$ cat config.mk
export PLATFORM = sky130hd
export DESIGN_NAME = ffmo_cells
export DESIGN_NICKNAME = d
export VERILOG_FILES = /design/src/shared/ffmo_pkg.sv /design/src/rtl/ffmo_oneshot.sv /design/src/rtl/ffmo_cells.sv
export SDC_FILE = /design/constraint.sdc
export NUM_CORES = 1
export LEC_CHECK = 0
export ABC_AREA = 1
export BUFFER_PORTS_ARGS = -buffer_cell sky130_fd_sc_hd__buf_2
export CAP_MARGIN = 20
export CORE_AREA = 10 10 132 134
export DETAILED_ROUTE_END_ITERATION = 8
export DIE_AREA = 0 0 142 144
export GPL_TIMING_DRIVEN = 0
export PLACE_DENSITY_LB_ADDON = 0.3
export SLEW_MARGIN = 10
export SYNTH_ARGS = -nofsm -noshare
export SYNTH_HDL_FRONTEND = slang
export SYNTH_SLANG_ARGS = --single-unit
$ cat constraint.sdc
create_clock -name ref_clk -period 10.43 [get_ports ref_clk]
set_input_delay 1.043 -clock ref_clk [delete_from_list [all_inputs] [get_ports ref_clk]]
set_output_delay 1.043 -clock ref_clk [all_outputs]
set_load 0.02 [all_outputs]
$ cat src/shared/ffmo_pkg.sv
// package: shared constants for the flip-flop and one-shot cell library
package ffmo_pkg;
  // ****************************************
  // timing
  // ****************************************
  localparam int unsigned FFMO_CLK_PERIOD_PS = 5000;
  // tick of the pulse timer in ps: 1 us
  localparam int unsigned FFMO_TICK_PS = 1000000;
  localparam int unsigned FFMO_TICK_CYC =
    (FFMO_TICK_PS + FFMO_CLK_PERIOD_PS - 1) / FFMO_CLK_PERIOD_PS;
  // pulse length in ticks (1 us each): 0.001 ms .. 10000 ms, default 10 ms
  localparam int unsigned FFMO_DLY_MIN_TICKS = 1;
  localparam int unsigned FFMO_DLY_MAX_TICKS = 10000000;
  localparam int unsigned FFMO_DLY_DEF_TICKS = 10000;
  localparam int unsigned FFMO_DLY_W = 24;
  localparam int unsigned FFMO_TICK_W = 8;
  // ****************************************
  // reset levels
  // ****************************************
  localparam logic FFMO_LVL_LO = 1'h0;
  localparam logic FFMO_LVL_HI = 1'h1;
endpackage

$ cat src/rtl/ffmo_oneshot.sv
// one-shot pulse generator with selectable edge and retrigger option
`timescale 1ns/10ps
module ffmo_oneshot
  import ffmo_pkg::*;
#(
  parameter bit FALL_EDGE = 1'b0,
  parameter int unsigned TICK_CYC = FFMO_TICK_CYC
) (
  input wire logic ref_clk,
  input wire logic rst,
  input wire logic trig_in,
  input wire logic retrig_en,
  input wire logic [FFMO_DLY_W-1:0] dly_ticks,
  output logic true_out,
  output logic inverse_out
);
  // the tick counter is FFMO_TICK_W bits wide, so longer ticks cannot count
  if (TICK_CYC < 1 || TICK_CYC >= (1 << FFMO_TICK_W)) begin : g_tick_chk
    $error("tick count out of range");
  end

  logic trig_d_ff;
  logic act_ff;
  logic [FFMO_TICK_W-1:0] tick_ff;
  logic [FFMO_DLY_W-1:0] cnt_ff;
  logic [FFMO_DLY_W-1:0] dly_eff;
  logic edge_hit;
  logic fire;
  logic tick_wrap;
  logic done;

  // ****************************************
  // edge detect and pulse timer
  // ****************************************
  // sampled against ref_clk, one cycle of latency on the edge
  assign edge_hit = FALL_EDGE ? (trig_d_ff & ~trig_in)
                              : (~trig_d_ff & trig_in);
  // zero length is clamped to the minimum of one tick
  assign dly_eff = (dly_ticks == '0) ? FFMO_DLY_W'(FFMO_DLY_MIN_TICKS) :
                   (dly_ticks > FFMO_DLY_W'(FFMO_DLY_MAX_TICKS)) ?
                   FFMO_DLY_W'(FFMO_DLY_MAX_TICKS) : dly_ticks;
  assign fire = edge_hit & (~act_ff | retrig_en);
  assign tick_wrap = (tick_ff == FFMO_TICK_W'(TICK_CYC - 1));
  // at or past the end, so shortening the length mid-pulse cannot hang it
  assign done = act_ff & tick_wrap &
                (cnt_ff >= dly_eff - FFMO_DLY_W'(1));

  always_ff @(posedge ref_clk) begin
    if (rst) begin
      trig_d_ff <= FFMO_LVL_LO;
      act_ff <= FFMO_LVL_LO;
      tick_ff <= '0;
      cnt_ff <= '0;
    end else begin
      trig_d_ff <= trig_in;
      if (fire) begin
        act_ff <= FFMO_LVL_HI;
        tick_ff <= '0;
        cnt_ff <= '0;
      end else if (done) begin
        act_ff <= FFMO_LVL_LO;
      end else if (act_ff) begin
        tick_ff <= tick_wrap ? '0 : tick_ff + FFMO_TICK_W'(1);
        if (tick_wrap) begin
          cnt_ff <= cnt_ff + FFMO_DLY_W'(1);
        end
      end
    end
  end

  assign true_out = act_ff;
  assign inverse_out = ~act_ff;

  a_shot_starts: assert property (
    @(posedge ref_clk) disable iff (rst)
    edge_hit && !act_ff |=> true_out)
    else $error("one-shot did not start on edge");
  a_shot_ends: assert property (
    @(posedge ref_clk) disable iff (rst)
    done && !fire |=> !true_out)
    else $error("one-shot did not end after its length");
  a_shot_hold: assert property (
    @(posedge ref_clk) disable iff (rst)
    act_ff && !retrig_en && edge_hit && !done |=>
      true_out && (tick_ff != '0 || cnt_ff != '0))
    else $error("non-retriggerable shot restarted");
  a_shot_retrig: assert property (
    @(posedge ref_clk) disable iff (rst)
    act_ff && retrig_en && edge_hit |=>
      true_out && tick_ff == '0 && cnt_ff == '0)
    else $error("retriggerable shot did not restart");
  a_shot_inv: assert property (
    @(posedge ref_clk)
    inverse_out == !true_out)
    else $error("one-shot outputs not complementary");
endmodule

$ cat src/rtl/ffmo_cells.sv
// cell library top: toggle cells, two one-shots and a data flip-flop
// Contract
// - reset-toggle cell shows true 0 and inverse 1 while its reset is low.
// - each toggle cell swaps both outputs on a rising toggle edge.
// - set-toggle cell shows true 1 and inverse 0 while its set is low.
// - each toggle cell holds its outputs when no rising edge occurs.
// - the rising one-shot pulses high for its length on a 0 to 1 trigger.
// - the falling one-shot pulses high for its length on a 1 to 0 trigger.
// - each one-shot drops its output by itself when the length expires.
// - a retriggerable one-shot restarts on a new edge, else ignores it.
// - pulse length spans 0.001 ms to 10000 ms and defaults to 10 ms; the cells take it only from the dly_ticks ports.
// - each one-shot drives its inverse output as not of its true output.
// - data cell set alone forces state 1, true 1 and inverse 0.
// - data cell reset alone forces state 0, true 0 and inverse 1.
// - data cell set and reset are active low; both low gives both out 1.
// - with set and reset high the data cell stores data on a clock edge.
// - with set and reset high and no clock edge the data cell holds.
`timescale 1ns/10ps
module ffmo_cells
  import ffmo_pkg::*;
#(
  parameter int unsigned TICK_CYC = FFMO_TICK_CYC
) (
  input wire logic ref_clk,
  input wire logic rst,
  input wire logic tr_toggle,
  input wire logic tr_reset_n,
  output logic tr_true_out,
  output logic tr_inverse_out,
  input wire logic ts_toggle,
  input wire logic ts_set_n,
  output logic ts_true_out,
  output logic ts_inverse_out,
  input wire logic mr_trig,
  input wire logic mr_retrig_en,
  input wire logic [FFMO_DLY_W-1:0] mr_dly_ticks,
  output logic mr_true_out,
  output logic mr_inverse_out,
  input wire logic mf_trig,
  input wire logic mf_retrig_en,
  input wire logic [FFMO_DLY_W-1:0] mf_dly_ticks,
  output logic mf_true_out,
  output logic mf_inverse_out,
  input wire logic df_clk_in,
  input wire logic df_data,
  input wire logic df_set_n,
  input wire logic df_reset_n,
  output logic df_true_out,
  output logic df_inverse_out
);
  // ****************************************
  // toggle cells
  // ****************************************
  // controls act at the next ref_clk edge, not truly asynchronously
  logic tr_t_d_ff;
  logic tr_q_ff;
  logic ts_t_d_ff;
  logic ts_q_ff;
  logic tr_rise;
  logic ts_rise;

  assign tr_rise = tr_toggle & ~tr_t_d_ff;
  assign ts_rise = ts_toggle & ~ts_t_d_ff;

  always_ff @(posedge ref_clk) begin
    if (rst) begin
      tr_t_d_ff <= FFMO_LVL_LO;
      tr_q_ff <= FFMO_LVL_LO;
    end else begin
      tr_t_d_ff <= tr_toggle;
      if (!tr_reset_n) begin
        tr_q_ff <= FFMO_LVL_LO;
      end else if (tr_rise) begin
        tr_q_ff <= ~tr_q_ff;
      end
    end
  end

  always_ff @(posedge ref_clk) begin
    if (rst) begin
      ts_t_d_ff <= FFMO_LVL_LO;
      ts_q_ff <= FFMO_LVL_LO;
    end else begin
      ts_t_d_ff <= ts_toggle;
      if (!ts_set_n) begin
        ts_q_ff <= FFMO_LVL_HI;
      end else if (ts_rise) begin
        ts_q_ff <= ~ts_q_ff;
      end
    end
  end

  // hold is implied: no branch writes the state otherwise
  assign tr_true_out = tr_q_ff;
  assign tr_inverse_out = ~tr_q_ff;
  assign ts_true_out = ts_q_ff;
  assign ts_inverse_out = ~ts_q_ff;

  a_trst_force: assert property (
    @(posedge ref_clk) disable iff (rst)
    !tr_reset_n |=> !tr_true_out && tr_inverse_out)
    else $error("reset-toggle cell not forced low");
  a_tset_force: assert property (
    @(posedge ref_clk) disable iff (rst)
    !ts_set_n |=> ts_true_out && !ts_inverse_out)
    else $error("set-toggle cell not forced high");
  a_toggle_swap: assert property (
    @(posedge ref_clk) disable iff (rst)
    tr_reset_n && tr_rise |=> tr_true_out != $past(tr_true_out))
    else $error("toggle cell did not swap");
  a_tset_swap: assert property (
    @(posedge ref_clk) disable iff (rst)
    ts_set_n && ts_rise |=> ts_true_out != $past(ts_true_out))
    else $error("set-toggle cell did not swap");
  a_toggle_hold: assert property (
    @(posedge ref_clk) disable iff (rst)
    ts_set_n && !ts_rise |=> $stable(ts_true_out))
    else $error("toggle cell changed without edge");
  a_trst_hold: assert property (
    @(posedge ref_clk) disable iff (rst)
    tr_reset_n && !tr_rise |=> $stable(tr_true_out))
    else $error("reset-toggle cell changed without edge");

  // ****************************************
  // one-shots
  // ****************************************
  ffmo_oneshot #(
    .FALL_EDGE(1'b0),
    .TICK_CYC(TICK_CYC)
  ) u_shot_rise (
    .ref_clk(ref_clk),
    .rst(rst),
    .trig_in(mr_trig),
    .retrig_en(mr_retrig_en),
    .dly_ticks(mr_dly_ticks),
    .true_out(mr_true_out),
    .inverse_out(mr_inverse_out)
  );

  ffmo_oneshot #(
    .FALL_EDGE(1'b1),
    .TICK_CYC(TICK_CYC)
  ) u_shot_fall (
    .ref_clk(ref_clk),
    .rst(rst),
    .trig_in(mf_trig),
    .retrig_en(mf_retrig_en),
    .dly_ticks(mf_dly_ticks),
    .true_out(mf_true_out),
    .inverse_out(mf_inverse_out)
  );

  // ****************************************
  // data flip-flop with set and reset
  // ****************************************
  logic df_c_d_ff;
  logic df_q_ff;
  logic df_both_ff;
  logic df_rise;
  logic nxt_df_q;

  assign df_rise = df_clk_in & ~df_c_d_ff;
  // both controls low is a forced state that stores nothing
  assign nxt_df_q = !df_set_n ? FFMO_LVL_HI :
                    !df_reset_n ? FFMO_LVL_LO :
                    df_rise ? df_data : df_q_ff;

  always_ff @(posedge ref_clk) begin
    if (rst) begin
      df_c_d_ff <= FFMO_LVL_LO;
      df_q_ff <= FFMO_LVL_LO;
      df_both_ff <= FFMO_LVL_LO;
    end else begin
      df_c_d_ff <= df_clk_in;
      df_q_ff <= nxt_df_q;
      df_both_ff <= ~df_set_n & ~df_reset_n;
    end
  end

  assign df_true_out = df_q_ff;
  assign df_inverse_out = ~df_q_ff | df_both_ff;

  a_dff_set: assert property (
    @(posedge ref_clk) disable iff (rst)
    !df_set_n && df_reset_n |=> df_true_out && !df_inverse_out)
    else $error("data cell set failed");
  a_dff_reset: assert property (
    @(posedge ref_clk) disable iff (rst)
    df_set_n && !df_reset_n |=> !df_true_out && df_inverse_out)
    else $error("data cell reset failed");
  a_dff_both: assert property (
    @(posedge ref_clk) disable iff (rst)
    !df_set_n && !df_reset_n |=> df_true_out && df_inverse_out)
    else $error("data cell both-low state wrong");
  a_dff_store: assert property (
    @(posedge ref_clk) disable iff (rst)
    df_set_n && df_reset_n && df_rise |=>
      df_true_out == $past(df_data) && df_inverse_out != df_true_out)
    else $error("data cell did not store");
  a_dff_hold: assert property (
    @(posedge ref_clk) disable iff (rst)
    df_set_n && df_reset_n && !df_rise |=> $stable(df_true_out))
    else $error("data cell changed without clock edge");
endmodule

==> results.ini <==
[outcome]
status = finished, final reports clean

[logic_synthesis]
synth_cell_types = 46
ys.flop_type = dfxtp_1
synth_seq_area_share_pct = 20.5
synth-edff-count = 0
syn_inst = 1199
synth_largest_area_cell = dfxtp_1
synthTopCellsByArea = dfxtp_1 21%, nand2_1 15%, ha_1 9.2%, nor2_1 9.0%, inv_1 7.2%
async_flop_share_pct = 0
synth_nets = 1315
yosys.area.top_type_share_pct = 20.5
yosysMostFrequentCell = nand2_1
synthTopCellsByCount = 299 x nand2_1, 176 x nor2_1, 141 x inv_1
syn_area_per_cell_sq_um = 6.10
synth_area_sq_mm = 0.00731
yosys_warnings = 0
synth_seq_cells = 75

[clock_network]
cts_tree = built
cts_buffers = 9
postCtsHoldBufs = 0
cts_setup_buffers = 0
root_buffer = clkbuf_16
htreeDepth = 3
cts_resized = 0
worstSkewPairLatency_ns = 0.34
numClockSinks = 75
cts_max_path_buffers = 2
clk_pin_slew_ns = 0.06

[grt]
grt_pass1_vias = 7090
grt_max_degree = 14
grt_pass1_wl_microns = 32300
overflow = 0
antenna_found_initial = 0
top_usage_layer = met2
use_met2_pct = 31.7
gr-usage-met1_pct = 23.5
track_usage_pct = 18.5
use_met3_pct = 3.02

[worst_setup_path]
cp.arrival_ns = 5.15
cp.required_ns = 10.65
reg2regPathDepth = 12
max_stage_delay_ns = 0.34
startpoint_type = primary input
worstSetupEndpointType = flip-flop
cp_slowest_cell = nor2_2
timing.rr.end = u_shot_rise.cnt_ff[10]
r2r_setup_slack_ns = 7.78
critPathMaxFanout = 10
worst-setup-path-type = in2reg
r2r-start = u_shot_rise.cnt_ff[17]
cp_common_cell = nand2_1

[timing]
fin_tns_setup_ns = 0
worst_hold_slack_ns = 0.492
relSlewSlack_pct = 57.3
max_freq_mhz = 203
fin_skew_ns = 0.00451
period_minus_slack_ns = 4.93
rsz0062_at_grt = false
fin_crit_sh_pct = 47.3
worst_pin_slew_ns = 0.638
hold_violations = 0
finalSetupViolations = 0
slew_violations = 0

[floorplanning]
die-area_sq_mm = 0.0204
die_w_microns = 142
io-pin-count = 72
die_y_microns = 144
core_sq_mm = 0.0149
start_util_pct = 49.2
num_rows = 45

[power]
power.switching_mw = 0.221
power.leakage_nw = 3.60
seq_power_share_pct = 38.9
power.density_mw_per_mm2 = 91.4
p_comb_share_pct = 18.7
netSwitchingFraction_pct = 29.4
p_clk_share_pct = 42.5
vdd_drop_max_uv = 77.9
internal-power_mw = 0.529

[min_path]
hp-class = reg2reg
holdPathEnd = tr_true_out
hp-start = tr_true_out
min_path_cells = 1

[place]
place.gp.congestion = 0.930
hpwl_microns = 15600
port_buffers = 71

[final_layout]
layout.nets = 1397
drive_above_1_share_pct = 12.2
multi_input_area_sq_mm = 0.00511
utilization_pct = 55.2
fill_cells = 1565
diodes = 0
register_area_sq_mm = 0.00150
area_growth_pct = 12.2

[route]
dr.pass1.iters = 6
ant_nets = 0
first_iter_violations = 567
routed_wl_microns = 19400
drc = 0
viasPerCell = 5.33
vias = 7862
post_drt_wl_per_cell_microns = 13.2

[run]
cap_viol_max_count = 0

## critical path, delay by kind of cell
family,cells,cell delay [ns]
buf+inv,5,0.85
compound gates,2,0.29
fa+ha+maj,2,0.45
simple gates,21,2.50
## worst max-delay path by stage
stage          cells after the start              from  slack [ns]                     end
3_3_place_gp                      31  mr_dly_ticks[14]        5.23   u_shot_rise.cnt_ff[7]
3_5_place_dp                      31  mr_dly_ticks[14]        5.19  u_shot_rise.cnt_ff[12]
6_report                          30  mr_dly_ticks[14]        5.50  u_shot_rise.cnt_ff[10]
2_1_floorplan                     30   mr_dly_ticks[8]        6.14   u_shot_rise.cnt_ff[7]
4_1_cts                           31  mr_dly_ticks[14]        5.53  u_shot_rise.cnt_ff[10]
5_1_grt                           31  mr_dly_ticks[14]        5.06  u_shot_rise.cnt_ff[16]
## power by group through the flow
stage / sequential (mW) / clock, mW / combinational, mW
detailed placement: 0.298 / 0 / 0.140
global route: 0.292 / 0.335 / 0.161
finish: 0.292 / 0.319 / 0.140
global placement: 0.298 / 0 / 0.138
floorplan: 0.299 / 0 / 0.0945
CTS: 0.292 / 0.322 / 0.141
## layer usage
metal	up-vias	share of wire (%)
li1	4110	-
met1	3530	46
met4	0	1.9
met5	-	0
met2	183	49
met3	39	4.0
## layout make-up
| class | instances | share of cell area [%] |
|---|---|---|
| well taps | 188 | 2.87 |
| flip-flops and latches | 75 | 18.3 |
| multi-input cells | 949 | 62.2 |
| plain buffers | 20 | 1.46 |
| clock buffers | 10 | 2.91 |
| clock inverters | 6 | 0.793 |
| repair buffers | 71 | 4.33 |
| inverters | 155 | 7.09 |
## flip-flops by register name, summed over array words and instances, names as in the netlist
register	count
df_both_ff	1
df_c_d_ff	1
df_true_out	1
tr_t_d_ff	1
tr_true_out	1
ts_t_d_ff	1
ts_true_out	1
u_shot_fall.cnt_ff	24
u_shot_fall.tick_ff	8
u_shot_fall.trig_d_ff	1
u_shot_fall.true_out	1
u_shot_rise.cnt_ff	24
u_shot_rise.tick_ff	8
u_shot_rise.trig_d_ff	1
u_shot_rise.true_out	1
## cell usage in the layout, fill, tap and decap left out, types with 4 or more instances in the layout
cell,instances
a21oi_1,79
buf_2,74
clkbuf_1,11
clkbuf_16,9
clkinvlp_4,4
dfxtp_1,75
ha_1,54
inv_1,141
inv_2,12
nand2_1,299
nand2_2,9
nand3_1,94
nand3_2,9
nand3b_1,9
nand4_1,55
nor2_1,176
nor2_2,13
nor2_4,7
nor3_1,28
nor4_1,10
o21ai_0,21
o21ai_1,7
xnor2_1,18
xor2_1,32
## through the flow
stage / total power, mW / instance area (sq um) / setup WS, ns / std cells
floorplan: 0.394 / 7310 / 6.14 / 1199
global placement: 0.436 / 7900 / 5.23 / 1458
detailed placement: 0.438 / 7900 / 5.19 / 1458
CTS: 0.754 / 8200 / 5.53 / 1474
global route: 0.788 / 8200 / 5.06 / 1474
finish: 0.750 / 8200 / 5.50 / 1474
## cell families (layout without fill, tap and decap cells)
group                    Yosys count  after routing  synth area share, %
AO/OA/AOI/OAI                    125            125                 9.69
adder cells (fa/ha/maj)           54             54                 9.24
XOR/XNOR                          50             50                 5.99
flip-flops                        75             75                 20.5
AND/OR/NAND/NOR                  720            720                 44.9
buffers and inverters            175            262                 9.60
Power figures use the tool's default switching activity.
